**config.mk**
```make
export PLATFORM = sky130hd
export DESIGN_NAME = rx_frame_filter_status
export DESIGN_NICKNAME = d
export VERILOG_FILES = /design/src/hdl/rx_filter_pkg.sv /design/src/hdl/rx_frame_filter_status.sv /design/src/hdl/rx_accept_decision.sv /design/src/hdl/rx_irq_status.sv
export SDC_FILE = /design/constraint.sdc
export NUM_CORES = 1
export LEC_CHECK = 0
export BUFFER_PORTS_ARGS = -buffer_cell sky130_fd_sc_hd__buf_2
export CAP_MARGIN = 20
export CORE_MARGIN = 3
export CORE_UTILIZATION = 45
export DETAILED_ROUTE_END_ITERATION = 8
export GPL_TIMING_DRIVEN = 0
export PLACE_DENSITY_LB_ADDON = 0.08
export SLEW_MARGIN = 20
export SYNTH_ARGS = -nofsm -noshare
export SYNTH_HDL_FRONTEND = slang
export SYNTH_SLANG_ARGS = --single-unit
```
**constraint.sdc**
```tcl
create_clock -name aclk -period 2.1 [get_ports aclk]
set_input_delay 0.21 -clock aclk [delete_from_list [all_inputs] [get_ports aclk]]
set_output_delay 0.21 -clock aclk [all_outputs]
set_load 0.02 [all_outputs]
```
**src/hdl/rx_filter_pkg.sv**
```systemverilog
// constants shared by the receive filter/status block and its helpers
// assumes a 32-bit axi4-lite bus with byte addresses, one word per register
package rx_filter_pkg;

   // ---------------------------------------------------------------
   // register map: word indices, byte address is index times four
   // ---------------------------------------------------------------
   localparam int         ADDR_W          = 8;
   localparam logic [5:0] IDX_RX_FILTER   = 6'h02;
   localparam logic [5:0] IDX_IRQ_STATUS  = 6'h04;
   localparam logic [5:0] IDX_IRQ_ENABLE  = 6'h05;
   localparam logic [5:0] IDX_IRQ_CLEAR   = 6'h06;

   // ---------------------------------------------------------------
   // rx_filter_and_status field layout
   // ---------------------------------------------------------------
   localparam int BIT_ACCEPT_FAULTY  = 15;
   localparam int BIT_ACCEPT_SHORT   = 14;
   localparam int BIT_ACCEPT_BCAST   = 13;
   localparam int BIT_ACCEPT_UCAST   = 12;
   localparam int BIT_ACCEPT_GROUP   = 11;
   localparam int BIT_LOOP_LSB       = 9;
   localparam int BIT_GROUP_SEEN     = 8;
   localparam int BIT_BCAST_SEEN     = 7;
   localparam int BIT_FINAL_FRAME    = 6;
   localparam int BIT_CARRIER        = 5;
   localparam int BIT_COLLISION      = 4;
   localparam int BIT_FCS_ERROR      = 3;
   localparam int BIT_MISALIGNED     = 2;
   localparam int BIT_LOOPBACK_OK    = 1;
   localparam int BIT_RX_OK          = 0;
   localparam int CTRL_W             = 7;
   localparam int STAT_W             = 9;
   localparam logic [STAT_W-1:0] STAT_KEEP_MASK = 9'h030;
   localparam logic [CTRL_W-1:0] RST_CTRL       = 7'h00;
   localparam logic [STAT_W-1:0] RST_STAT       = 9'h000;

   // ---------------------------------------------------------------
   // interrupt events and bus answers
   // ---------------------------------------------------------------
   localparam int         IRQ_ACCEPTED = 0;
   localparam int         IRQ_REJECTED = 1;
   localparam int         IRQ_W        = 2;
   localparam logic [1:0] IRQ_RST      = 2'h0;
   localparam logic [1:0] RESP_OKAY    = 2'h0;
   localparam logic [1:0] RESP_SLVERR  = 2'h2;

   typedef enum logic [1:0] {LOOP_NONE, LOOP_MAC, LOOP_CODEC, LOOP_XCVR} loopback_t;

endpackage

```
**src/hdl/rx_frame_filter_status.sv**
```systemverilog
// receive frame filter and per-frame status register with axi4-lite access
// assumes frame events come from receive logic on aclk; carrier_pin is async
`timescale 1ns/10ps
`default_nettype none
module rx_frame_filter_status #(
   parameter int WORD_W = 16
) (
   input  wire logic                     aclk,
   input  wire logic                     aresetn,
   // axi4-lite slave
   input  wire logic [rx_filter_pkg::ADDR_W-1:0] s_axi_awaddr,
   input  wire logic                     s_axi_awvalid,
   output logic                          s_axi_awready,
   input  wire logic [31:0]              s_axi_wdata,
   input  wire logic [3:0]               s_axi_wstrb,
   input  wire logic                     s_axi_wvalid,
   output logic                          s_axi_wready,
   output logic [1:0]                    s_axi_bresp,
   output logic                          s_axi_bvalid,
   input  wire logic                     s_axi_bready,
   input  wire logic [rx_filter_pkg::ADDR_W-1:0] s_axi_araddr,
   input  wire logic                     s_axi_arvalid,
   output logic                          s_axi_arready,
   output logic [31:0]                   s_axi_rdata,
   output logic [1:0]                    s_axi_rresp,
   output logic                          s_axi_rvalid,
   input  wire logic                     s_axi_rready,
   // receive side
   input  wire logic                     carrier_pin,
   input  wire logic                     frame_start,
   input  wire logic                     frame_done,
   input  wire logic                     dest_table_hit,
   input  wire logic                     dest_is_group,
   input  wire logic                     dest_is_broadcast,
   input  wire logic                     frame_is_short,
   input  wire logic                     fcs_error,
   input  wire logic                     align_error,
   input  wire logic                     collision_seen,
   input  wire logic                     loopback_frame,
   input  wire logic [WORD_W-1:0]        remaining_buffer_words,
   input  wire logic [WORD_W-1:0]        end_of_buffer_threshold,
   // results
   output logic                          frame_accept,
   output logic                          frame_reject,
   output logic                          desc_status_valid,
   output logic [15:0]                   rx_descriptor_status_word,
   output rx_filter_pkg::loopback_t      loopback_mode,
   output logic                          irq
);

   // ---------------------------------------------------------------
   // register word index from a byte address
   // ---------------------------------------------------------------
   function automatic logic [5:0] word_index(input logic [rx_filter_pkg::ADDR_W-1:0] a);
      return a[7:2];
   endfunction

   // ---------------------------------------------------------------
   // declarations
   // ---------------------------------------------------------------
   logic [rx_filter_pkg::CTRL_W-1:0] ctrl;
   logic [rx_filter_pkg::STAT_W-1:0] stat;
   logic [rx_filter_pkg::CTRL_W-1:0] next_ctrl;
   logic [rx_filter_pkg::STAT_W-1:0] next_stat;
   logic [15:0]                      next_desc_word;
   logic                             carrier_meta;
   logic                             carrier_sync;
   logic                             accept;
   logic [rx_filter_pkg::STAT_W-1:0] frame_stat;
   // bus state
   logic                             aw_held;
   logic                             w_held;
   logic [5:0]                       aw_idx;
   logic [31:0]                      w_data;
   logic [3:0]                       w_strb;
   logic                             next_aw_held;
   logic                             next_w_held;
   logic [5:0]                       next_aw_idx;
   logic [31:0]                      next_w_data;
   logic [3:0]                       next_w_strb;
   logic                             next_bvalid;
   logic [1:0]                       next_bresp;
   logic                             next_rvalid;
   logic [1:0]                       next_rresp;
   logic [31:0]                      next_rdata;
   logic                             wr_go;
   logic [rx_filter_pkg::IRQ_W-1:0]  irq_stat;
   logic [rx_filter_pkg::IRQ_W-1:0]  irq_en;

   // ---------------------------------------------------------------
   // carrier pin synchroniser
   // ---------------------------------------------------------------
   // two flops, only the second is looked at
   always_ff @(posedge aclk) begin
      if (!aresetn) begin
         carrier_meta <= 1'b0;
         carrier_sync <= 1'b0;
      end else begin
         carrier_meta <= carrier_pin;
         carrier_sync <= carrier_meta;
      end
   end

   // ---------------------------------------------------------------
   // acceptance decision
   // ---------------------------------------------------------------
   rx_accept_decision u_decision (
      .accept_faulty (ctrl[rx_filter_pkg::BIT_ACCEPT_FAULTY - rx_filter_pkg::BIT_LOOP_LSB]),
      .accept_short  (ctrl[rx_filter_pkg::BIT_ACCEPT_SHORT - rx_filter_pkg::BIT_LOOP_LSB]),
      .accept_bcast  (ctrl[rx_filter_pkg::BIT_ACCEPT_BCAST - rx_filter_pkg::BIT_LOOP_LSB]),
      .accept_ucast  (ctrl[rx_filter_pkg::BIT_ACCEPT_UCAST - rx_filter_pkg::BIT_LOOP_LSB]),
      .accept_group  (ctrl[rx_filter_pkg::BIT_ACCEPT_GROUP - rx_filter_pkg::BIT_LOOP_LSB]),
      .table_hit     (dest_table_hit),
      .is_group      (dest_is_group),
      .is_bcast      (dest_is_broadcast),
      .is_short      (frame_is_short),
      .fcs_error     (fcs_error),
      .collision     (collision_seen),
      .accept        (accept)
   );

   // ---------------------------------------------------------------
   // status of the frame that just ended
   // ---------------------------------------------------------------
   // one bit per true condition
   always_comb begin
      frame_stat = rx_filter_pkg::RST_STAT;
      frame_stat[rx_filter_pkg::BIT_GROUP_SEEN] = dest_is_group;
      frame_stat[rx_filter_pkg::BIT_BCAST_SEEN] = dest_is_broadcast;
      frame_stat[rx_filter_pkg::BIT_FINAL_FRAME] = remaining_buffer_words < end_of_buffer_threshold;
      frame_stat[rx_filter_pkg::BIT_CARRIER]     = carrier_sync;
      frame_stat[rx_filter_pkg::BIT_COLLISION]   = collision_seen;
      // misalignment only reported with an fcs error, replacing it
      frame_stat[rx_filter_pkg::BIT_FCS_ERROR]   = fcs_error && !align_error;
      frame_stat[rx_filter_pkg::BIT_MISALIGNED]  = fcs_error && align_error;
      // loopback ok needs a clean frame while a loopback mode runs
      frame_stat[rx_filter_pkg::BIT_LOOPBACK_OK] = loopback_frame && (ctrl[1:0] != 2'h0)
                                                   && !fcs_error && !collision_seen;
      frame_stat[rx_filter_pkg::BIT_RX_OK]       = !fcs_error && !collision_seen;
   end

   // ---------------------------------------------------------------
   // rx_filter_and_status next value
   // ---------------------------------------------------------------
   // no software reset input reaches this register
   always_comb begin
      next_ctrl = ctrl;
      next_stat = stat;
      // only the upper byte lane holds writable bits
      if (wr_go && aw_idx == rx_filter_pkg::IDX_RX_FILTER && w_strb[1]) begin
         next_ctrl = w_data[15:9];
      end
      // an accepted finishing frame outranks a new one starting in the same cycle
      if (frame_done && accept) begin
         next_stat = frame_stat;
      end else if (frame_start) begin
         // carrier and collision survive a new frame
         next_stat = stat & rx_filter_pkg::STAT_KEEP_MASK;
      end
      // descriptor copy holds control and fresh status alike
      next_desc_word = {next_ctrl, next_stat};
   end

   // hardware reset clears control and status
   always_ff @(posedge aclk) begin
      if (!aresetn) begin
         ctrl                      <= rx_filter_pkg::RST_CTRL;
         stat                      <= rx_filter_pkg::RST_STAT;
         frame_accept              <= 1'b0;
         frame_reject              <= 1'b0;
         desc_status_valid         <= 1'b0;
         rx_descriptor_status_word <= 16'h0000;
      end else begin
         ctrl                      <= next_ctrl;
         stat                      <= next_stat;
         frame_accept              <= frame_done && accept;
         frame_reject              <= frame_done && !accept;
         desc_status_valid         <= frame_done && accept;
         if (frame_done && accept) begin
            rx_descriptor_status_word <= next_desc_word;
         end
      end
   end

   // loopback field straight to its mode
   assign loopback_mode = rx_filter_pkg::loopback_t'(ctrl[1:0]);

   // ---------------------------------------------------------------
   // interrupt status, enable and clear
   // ---------------------------------------------------------------
   rx_irq_status #(
      .N (rx_filter_pkg::IRQ_W)
   ) u_irq (
      .aclk      (aclk),
      .aresetn   (aresetn),
      .event_set ({frame_done && !accept, frame_done && accept}),
      .clear_wr  (wr_go && aw_idx == rx_filter_pkg::IDX_IRQ_CLEAR && w_strb[0]),
      .enable_wr (wr_go && aw_idx == rx_filter_pkg::IDX_IRQ_ENABLE && w_strb[0]),
      .wr_bits   (w_data[rx_filter_pkg::IRQ_W-1:0]),
      .status    (irq_stat),
      .enable    (irq_en),
      .irq       (irq)
   );

   // ---------------------------------------------------------------
   // axi4-lite write path
   // ---------------------------------------------------------------
   // address and data are taken in either order, one write at a time
   assign s_axi_awready = !aw_held && !s_axi_bvalid;
   assign s_axi_wready  = !w_held && !s_axi_bvalid;
   assign wr_go         = aw_held && w_held;

   always_comb begin
      next_aw_held = aw_held;
      next_w_held  = w_held;
      next_aw_idx  = aw_idx;
      next_w_data  = w_data;
      next_w_strb  = w_strb;
      next_bvalid  = s_axi_bvalid;
      next_bresp   = s_axi_bresp;
      if (s_axi_awvalid && s_axi_awready) begin
         next_aw_held = 1'b1;
         next_aw_idx  = word_index(s_axi_awaddr);
      end
      if (s_axi_wvalid && s_axi_wready) begin
         next_w_held = 1'b1;
         next_w_data = s_axi_wdata;
         next_w_strb = s_axi_wstrb;
      end
      if (wr_go) begin
         next_aw_held = 1'b0;
         next_w_held  = 1'b0;
         next_bvalid  = 1'b1;
         // status is read-only, writes there are refused
         unique case (aw_idx)
            rx_filter_pkg::IDX_RX_FILTER,
            rx_filter_pkg::IDX_IRQ_ENABLE,
            rx_filter_pkg::IDX_IRQ_CLEAR: next_bresp = rx_filter_pkg::RESP_OKAY;
            default:                      next_bresp = rx_filter_pkg::RESP_SLVERR;
         endcase
      end else if (s_axi_bvalid && s_axi_bready) begin
         next_bvalid = 1'b0;
      end
   end

   always_ff @(posedge aclk) begin
      if (!aresetn) begin
         aw_held      <= 1'b0;
         w_held       <= 1'b0;
         aw_idx       <= 6'h00;
         w_data       <= 32'h0000_0000;
         w_strb       <= 4'h0;
         s_axi_bvalid <= 1'b0;
         s_axi_bresp  <= rx_filter_pkg::RESP_OKAY;
      end else begin
         aw_held      <= next_aw_held;
         w_held       <= next_w_held;
         aw_idx       <= next_aw_idx;
         w_data       <= next_w_data;
         w_strb       <= next_w_strb;
         s_axi_bvalid <= next_bvalid;
         s_axi_bresp  <= next_bresp;
      end
   end

   // ---------------------------------------------------------------
   // axi4-lite read path
   // ---------------------------------------------------------------
   // one read in flight, answered the cycle after the address
   assign s_axi_arready = !s_axi_rvalid;

   always_comb begin
      next_rvalid = s_axi_rvalid;
      next_rresp  = s_axi_rresp;
      next_rdata  = s_axi_rdata;
      if (s_axi_arvalid && s_axi_arready) begin
         next_rvalid = 1'b1;
         next_rresp  = rx_filter_pkg::RESP_OKAY;
         unique case (word_index(s_axi_araddr))
            // control and live status in one word
            rx_filter_pkg::IDX_RX_FILTER:  next_rdata = {16'h0000, ctrl, stat};
            rx_filter_pkg::IDX_IRQ_STATUS: next_rdata = {30'h0000_0000, irq_stat};
            rx_filter_pkg::IDX_IRQ_ENABLE: next_rdata = {30'h0000_0000, irq_en};
            rx_filter_pkg::IDX_IRQ_CLEAR:  next_rdata = 32'h0000_0000;
            default: begin
               next_rdata = 32'h0000_0000;
               next_rresp = rx_filter_pkg::RESP_SLVERR;
            end
         endcase
      end else if (s_axi_rvalid && s_axi_rready) begin
         next_rvalid = 1'b0;
      end
   end

   always_ff @(posedge aclk) begin
      if (!aresetn) begin
         s_axi_rvalid <= 1'b0;
         s_axi_rresp  <= rx_filter_pkg::RESP_OKAY;
         s_axi_rdata  <= 32'h0000_0000;
      end else begin
         s_axi_rvalid <= next_rvalid;
         s_axi_rresp  <= next_rresp;
         s_axi_rdata  <= next_rdata;
      end
   end
endmodule
`default_nettype wire

```
**src/hdl/rx_accept_decision.sv**
```systemverilog
// acceptance decision for one received frame
// assumes frame attributes are stable while frame_done is high
`timescale 1ns/10ps
`default_nettype none
module rx_accept_decision (
   input  wire logic accept_faulty,
   input  wire logic accept_short,
   input  wire logic accept_bcast,
   input  wire logic accept_ucast,
   input  wire logic accept_group,
   input  wire logic table_hit,
   input  wire logic is_group,
   input  wire logic is_bcast,
   input  wire logic is_short,
   input  wire logic fcs_error,
   input  wire logic collision,
   output logic      accept
);
   logic addr_ok;
   logic short_ok;
   logic error_ok;

   // ---------------------------------------------------------------
   // address filters
   // ---------------------------------------------------------------
   // extra filters widen the table
   always_comb begin
      addr_ok = table_hit;
      if (is_bcast && accept_bcast) begin
         addr_ok = 1'b1;
      end
      if (is_group && accept_group) begin
         addr_ok = 1'b1;
      end
      if (!is_group && accept_ucast) begin
         addr_ok = 1'b1;
      end
   end

   assign short_ok = !is_short || accept_short;
   // faulty frames pass only when enabled
   assign error_ok = accept_faulty || (!fcs_error && !collision);
   assign accept = addr_ok && short_ok && error_ok;
endmodule
`default_nettype wire

```
**src/hdl/rx_irq_status.sv**
```systemverilog
// sticky event status, enable mask and one level interrupt
// assumes event pulses and register writes come from the aclk domain
`timescale 1ns/10ps
`default_nettype none
module rx_irq_status #(
   parameter int N = 2
) (
   input  wire logic         aclk,
   input  wire logic         aresetn,
   input  wire logic [N-1:0] event_set,
   input  wire logic         clear_wr,
   input  wire logic         enable_wr,
   input  wire logic [N-1:0] wr_bits,
   output logic      [N-1:0] status,
   output logic      [N-1:0] enable,
   output logic              irq
);
   logic [N-1:0] next_status;
   logic [N-1:0] next_enable;

   // set wins over a clear in the same cycle, no event lost
   always_comb begin
      next_status = (clear_wr ? (status & ~wr_bits) : status) | event_set;
      next_enable = enable_wr ? wr_bits : enable;
   end

   always_ff @(posedge aclk) begin
      if (!aresetn) begin
         status <= N'(0);
         enable <= N'(0);
         irq    <= 1'b0;
      end else begin
         status <= next_status;
         enable <= next_enable;
         irq    <= |(next_status & next_enable);
      end
   end
endmodule
`default_nettype wire

```
==> After elaboration in Yosys (flattened, before gate mapping) <==
Index checks and enable logic that the tools add are counted.
{ "totals": {"ff_bits": 105, "input_bits": 102, "out_inout_bits": 63} }
{ "op_classes": {"order_cmp": 1, "n_eq_ne": 7, "n_mux": 15, "n_bitwise": 5, "n_reduce_logical": 46} }
{ "op_table": {"columns": ["cell", "n"], "rows": [
  ["16-bit one-hot mux with 3 select lines", 1],
  ["6-bit by 3-bit == test with 1-bit output (second input constant)", 5],
  ["1-bit logical AND", 27],
  ["9-bit two-way mux", 2],
  ["16-bit < comparator", 1],
  ["6-bit by 2-bit == test with 1-bit output (second input constant)", 2],
  ["1-bit logical NOT", 10],
  ["2-bit two-way mux", 4],
  ["1-bit two-way mux", 7],
  ["7-bit two-way mux", 1],
  ["2-bit nonzero test", 3],
  ["2-bit AND", 2],
  ["2-bit OR reduction", 2],
  ["4-bit OR reduction", 1],
  ["3-bit OR reduction", 1],
  ["1-bit logical OR", 2],
  ["2-bit inverter", 1],
  ["2-bit OR", 1],
  ["1-bit inverter", 1]
]} }

==> Longest topological paths before layout <==
Gate-level depths: netlist of run 1.
{ "logic_depth": {"depth_word": 11, "mapped_depth": 7} }

==> By module <==
From an unflattened synthesis of run 1, not the netlist that was laid out.
{ "hier_totals": {"hier_cells": 387, "area_unflattened_um2": 3587.2} }
{ "by_module_without_submodules": {"columns": ["module", "instances", "cells_each", "area_each_um2", "seq_area_each_um2"], "rows": [
  ["rx_frame_filter_status", 1, 364, 3373.2, 1501.4],
  ["rx_irq_status", 1, 18, 170.2, 100.1],
  ["rx_accept_decision", 1, 5, 43.8, 0.0]
]} }

==> Worst setup path before layout of run 1 <==
No wires, ideal clock.
{ "synth_path": {"path_type": "register to register", "startpoint": "reg aw_idx[5]", "endpoint": "reg rx_descriptor_status_word[10]", "setup_time_ps": 125, "arrival_time_ps": 1725, "required_time_ps": 1975, "setup_slack_ps": 249, "stages_incl_launch_ff": 7, "synth_period_minus_slack_ps": 1851, "cell_sequence": "dfxtp_1 or3_4 or3_4 nor4b_4 buf_6 mux2i_1 a211oi_2"} }
{ "synth_between": {"elab_chain_cells": 4} }
{ "synth_lines": {"columns": ["item", "line", "rtl"], "rows": [
  ["start, declared", "rx_frame_filter_status.sv:73", "logic [5:0] aw_idx;"],
  ["start signal, assigned", "rx_frame_filter_status.sv:258", "aw_idx <= next_aw_idx;"],
  ["6-bit by 2-bit == test with 1-bit output", "rx_frame_filter_status.sv:150", "if (wr_go && aw_idx == rx_filter_pkg::IDX_RX_FILTER && w_strb[1]) begin"],
  ["1-bit logical AND (2 in a row)", "rx_frame_filter_status.sv:150", null],
  ["7-bit two-way mux", "rx_frame_filter_status.sv:150", null],
  ["end signal, assigned", "rx_frame_filter_status.sv:180", "rx_descriptor_status_word <= next_desc_word;"],
  ["end, declared", "rx_frame_filter_status.sv:46", "output logic [15:0] rx_descriptor_status_word,"]
]} }
Every way passes these cells.
A chain may end at the register's enable or synchronous reset.

==> Final worst setup path of run 1 <==
{ "layout_path": {"startpoint": "reg aw_idx[5]", "endpoint": "reg rx_descriptor_status_word[12]"} }
Same word-level chain as after synthesis.

==> results.ini, run 1 <==
[synthesis]
synthFlopType=dfxtp_1
async_flop_share_pct=0
ys_ff_latch=80
synthAdderAreaFrac_pct=5.359
syn_area_per_cell_sq_um=8.584
synth_top_family_by_area=simple AND/OR/NAND/NOR gates
synth_top_area_share_pct=45.73
muxShareOfSynthArea_pct=4.859
synth_area_leaders=dfxtp_1 46%, a21oi_1 7.6%, nand2_1 7.1%, ha_1 5.4%, mux2i_1 4.9%
synthDistinctLibCells=40
yosysMostFrequentCell=dfxtp_1
yosysTopAreaCell=dfxtp_1
netlist_area_sq_um=3502
synth_compound_area_share_pct=14.18
yosys_warnings=0
ys_top_cells_by_count=80 x dfxtp_1, 66 x nand2_1, 53 x a21oi_1
ys_seq_area_share_pct=45.73
synth_xor_xnor_area_share_pct=0
syn_inst=408
synth_simple_gate_area_share_pct=20.72
synth_edf_count=0

[power]
switching_share_pct=25.29
p_leak_nw=2.050
power_per_cell_area_nw_per_um2=688.5
intPower_w=0.002301
p_switching_w=0.0007791
power_frac_comb_pct=13.1
seqPwrFrac_pct=51.6
pwr-share-clk_pct=35.3
vdd_drop_max_mv=0.4646

[worst_setup_path]
r2r_end=rx_descriptor_status_word[12]
max_stage_delay_ns=0.39
path_class=flop to flop
path_cells=or3_4 -> or3_4 -> nor4b_4 -> buf_6 -> mux2i_1 -> a211oi_2
regToRegStartpoint=aw_idx[5]
worst-path-max-fanout=7
cp_top_family=simple AND/OR/NAND/NOR gates
crit_path_frequent_cell=or3_4
crit_slowest_cell=or3_4
reg2reg_depth=6
cp-start-kind=flop
cp.required_ns=2.32
arrival_ns=2.21
critPathCaptureType=flop
r2r_setup_slack_ns=0.12
path_buf_inv=1

[routing]
viasPerCell=4.748
wl_mm=8.638
drc=0
drt_iter0_drc=79
detail_route.wl_per_cell_um=13.17
drt.antenna.violating_nets=0
first_pass_iters=4
vias=3115

[sta]
maxSlewHeadroom_pct=58.19
clock.fmax_mhz=504.3
whs_ns=0.04670
tightest_slew_ns=0.6272
slew_violations=0
finalCritPeriodShare_pct=94.43
hold_viol_final=0
tns_ns=0
fin_crit_ns=1.983
grt_setup_unrepaired=yes
setup_viol=0
finalClockSkew_ns=0.01093

[floorplanning]
placementRows=31
design.core.area_sq_um=7408
ios=165
die_h_um=94.22
start_util_pct=47.27
die-width_um=94.22
dieArea_sq_um=8877

[job]
maxCapViolations=0

[worst_hold_path]
hp-class=input pin to flop
hp-start=s_axi_rready
min_to=s_axi_rvalid
whs_path_depth=2

[clocking]
clock_latency_ns=0.35
numClockSinks=80
clockRootBuffer=clkbuf_8
path_clk_slew_ns=0.07
cts_tree=done
clock_path_buffers=2
cts_made_buffers=9
cts_hold_buf=0
ctsHtreeMaxLevel=3

[grt]
grt_max_degree=13
antenna_found_initial=0
grt_overflow=0
grt_pass1_vias=2949
grt.total_usage_pct=19.70
grt_pass1_wl_mm=13.58

[final_layout]
n_antenna_cell=0
layout-drive-gt1-share_pct=30.52
utilization_pct=60.40
syn_to_final_growth_pct=27.76
finalNetCount=670

[place]
io_buffers=117
dp_hpwl_mm=6.960
gp_congestion=0.8067

[status]
status=complete, no violations

registers in the layout (all words and copies together) (netlist names), 2 cells and up:
register and cells:
ctrl 7, stat 9, u_irq.enable 2, w_data 9, w_strb 2, u_irq.status 2, s_axi_rdata 16, aw_idx 6
rx_descriptor_status_word 16
worst max path at each step:
stage / to / start / cells past startpoint
final: rx_descriptor_status_word[12] / aw_idx[5] / 6
after global placement: rx_descriptor_status_word[13] / aw_idx[5] / 6
after CTS: rx_descriptor_status_word[13] / aw_idx[5] / 6
after global routing: rx_descriptor_status_word[12] / aw_idx[5] / 6
after floorplan: rx_descriptor_status_word[10] / aw_idx[5] / 6
after detailed placement: rx_descriptor_status_word[13] / aw_idx[5] / 6
per-layer routing:
| metal | share of wire [%] | vias up | GRT usage (%) |
|---|---|---|---|
| li1 | - | 1629 | - |
| met1 | 43 | 1375 | 24.23 |
| met2 | 48 | 94 | 32.68 |
| met3 | 6.5 | 17 | 5.609 |
| met4 | 2.6 | 0 | 7.220 |
| met5 | 0 | - | 0 |
area by class of cell:
type	instances	area (sq um)
plain buffers	40	237.7
clock buffers	11	141.4
clock inverters	4	45.04
fillers	722	2934
inverters	21	78.83
multi-input cells	284	1660
flip-flops and latches	80	1602
well taps	99	123.9
repair buffers	117	585.6
through the flow:
stage          worst slack (ns)  total power [W]  std cells  instance area (sq um)
2_1_floorplan            0.2494         0.001881        425                   3566
3_3_place_gp             0.1182         0.002020        641                   4275
3_5_place_dp            0.09685         0.002031        641                   4275
4_1_cts                 0.08917         0.003108        656                   4462
5_1_grt               -0.006356         0.003221        656                   4474
6_report                 0.1170         0.003080        656                   4474
timing repair:
| action | CTS | global route |
|---|---|---|
| resized for setup | 0 | 3 |
| endpoints found under the setup margin | 0 | 6 |
| setup buffers | 0 | 0 |
cells by family (layout without fill, tap and decap cells):
family / after synthesis / count (layout)
and+or+nand+nor: 155 / 155
buffers and inverters: 61 / 193
AOI/OAI and AO/OA: 79 / 79
other: 1 / 18
adders and majority gates: 15 / 15
muxes: 17 / 17
DFF: 80 / 80
placed cells by master, fill, tap and decap left out, drive strengths merged, types with 2 or more instances in the layout:
cell type,instances
a211oi,11
a21o,2
a21oi,53
and2,8
and4,2
buf,142
clkbuf,26
clkinv,3
conb,18
dfxtp,80
ha,15
inv,21
mux2i,17
nand2,66
nand2b,3
nand3,18
nand4,4
nor2,37
nor2b,5
nor3,3
nor4,3
o21a,3
o21ai,2
or3,3
power groups by stage:
| stage | combinational (W) | sequential, W | clock [W] |
|---|---|---|---|
| 3_5_place_dp | 0.000405 | 0.00163 | 0 |
| 6_report | 0.000404 | 0.00159 | 0.00109 |
| 5_1_grt | 0.000455 | 0.00160 | 0.00117 |
| 3_3_place_gp | 0.000396 | 0.00162 | 0 |
| 2_1_floorplan | 0.000245 | 0.00164 | 0 |
| 4_1_cts | 0.000406 | 0.00159 | 0.00111 |
Power figures use the tool's default switching activity.
==> run 2, diff against run 1 <==
GPL_TIMING_DRIVEN = 1   (was 0)
==> run 2 against run 1 <==
Cell area down 3.0%; utilization down 1.8 points; via count down 2.0%; non-clock buffer count down 32; hold slack worse by 0.0024 ns; critical path depth unchanged; cell count down 4.7%; power up 4.7%; combinational power down 8.4%; flip-flop and latch count unchanged; sequential share of layout area up 1.1 points.
==> results.ini, run 2 (synthesis gave the netlist of run 1 again) <==
[worst_setup_path]
path_cells=or3_4 -> or3_4 -> nor4b_4 -> buf_4 -> mux2i_1 -> a211oi_2
path_class=flop to flop
worst-path-max-fanout=7
crit_slowest_cell=or3_4
cp_top_family=simple AND/OR/NAND/NOR gates
critPathCaptureType=flop
cp.required_ns=2.33
path_buf_inv=1
max_stage_delay_ns=0.39
crit_path_frequent_cell=or3_4
arrival_ns=2.21
cp-start-kind=flop

[grt]
met1_usage_pct=22.91
antenna_found_initial=0
grt_pass1_vias=2802
met2_usage_pct=29.73
grt.total_usage_pct=18.25
use_met3_pct=5.849
grt_overflow=0
grt_pass1_wl_mm=12.70
grt_max_degree=34
grt-busiest-layer=met2

[place]
gp_congestion=0.7949
io_buffers=117
dp_hpwl_mm=6.223

[power]
power_per_cell_area_nw_per_um2=743.1
vdd_drop_max_mv=0.4897
p_leak_nw=1.965

[sta]
clock.fmax_mhz=505.2
finalClockSkew_ns=0.01017
grt_setup_unrepaired=no
maxSlewHeadroom_pct=56.65
hold_viol_final=0
setup_viol=0
slew_violations=0
fin_crit_ns=1.980
tns_ns=0
finalCritPeriodShare_pct=94.27
whs_ns=0.04427
tightest_slew_ns=0.6502

[floorplanning]
die_h_um=94.22
placementRows=31
dieArea_sq_um=8877
design.core.area_sq_um=7408
die-width_um=94.22
ios=165
start_util_pct=47.27

[clocking]
postCtsSetupBuffers=0
ctsHtreeMaxLevel=3
numClockSinks=80
cts_resized=0
clock_path_buffers=2
path_clk_slew_ns=0.08
cts_hold_buf=0
cts_tree=done
cts_made_buffers=9
clock_latency_ns=0.35
clockRootBuffer=clkbuf_8

[routing]
wl_mm=8.163
first_pass_iters=4
drc=0
drt_iter0_drc=76
detail_route.wl_per_cell_um=13.06
vias=3052
drt.antenna.violating_nets=0
viasPerCell=4.883

[worst_hold_path]
hp-class=input pin to flop

[status]
status=complete, no violations

[final_layout]
layout-drive-gt1-share_pct=29.47
n_antenna_cell=0
mostFrequentLayoutCell=buf_2
layout_common_cells=117 x buf_2, 80 x dfxtp_1, 66 x nand2_1
finalNetCount=638
syn_to_final_growth_pct=23.90
largestRegisters=rx_descriptor_status_word (16), s_axi_rdata (16)

[job]
maxCapViolations=0

## run 2: cell types whose count changed in the layout (fill, tap and decap cells not counted), moves of 2 or more
cell      change
clkbuf_1     -16
clkinv_4      +2
buf_4        -14
buf_1         -2
mux2i_1       +2
clkinv_2      -2
mux2i_2       -2
## run 2: worst paths after layout
| kind | start | to | slack (ns) | cells past startpoint |
|---|---|---|---|---|
| min | s_axi_rready | s_axi_rvalid | 0.04 | 2 |
| max reg2reg | aw_idx[5] | rx_descriptor_status_word[9] | 0.12 | 6 |
| min reg2reg | carrier_meta | carrier_sync | 0.45 | 1 |
| max | aw_idx[5] | rx_descriptor_status_word[9] | 0.12 | 6 |
## run 2: where the power goes
| part | internal, W | leakage, nW | switching [W] |
|---|---|---|---|
| logic | 0.000148 | 1.20 | 0.000222 |
| registers | 0.00156 | 0.650 | 0.0000300 |
| clock network | 0.000708 | 0.117 | 0.000556 |
| total | 0.00242 | 1.97 | 0.000808 |
## run 2: layout make-up
| class | count | area [sq um] |
|---|---|---|
| fill | 719 | 3069 |
| multi-input combinational | 284 | 1648 |
| sequential | 80 | 1602 |
| timing repair buffer | 125 | 658.1 |
| clock buffer | 10 | 137.6 |
| tap | 99 | 123.9 |
| clock inverter | 6 | 91.34 |
| inverter | 21 | 78.83 |
## run 2: worst register-to-register path: stages (launching register included)
cell,delay [ns]
dfxtp_1,0.32
or3_4,0.39
or3_4,0.35
nor4b_4,0.21
buf_4,0.22
mux2i_1,0.29
a211oi_2,0.10
## run 2: metrics by stage
stage	total power (W)	setup slack (ns)	cells	util [%]	cell area [sq um]
after floorplan	0.001881	0.2494	425	-	3566
after global placement	0.001990	0.1277	609	55.48	4110
after detailed placement	0.001998	0.1278	609	55.48	4110
after CTS	0.003259	0.1140	625	58.57	4339
after global routing	0.003375	0.02081	625	58.57	4339
final	0.003224	0.1204	625	58.57	4339
## run 2: layer usage
metal,up-vias,part of all wire [%]
met2,92,48
met4,0,1.2
met1,1384,45
met3,8,6.1
li1,1568,-
met5,-,0
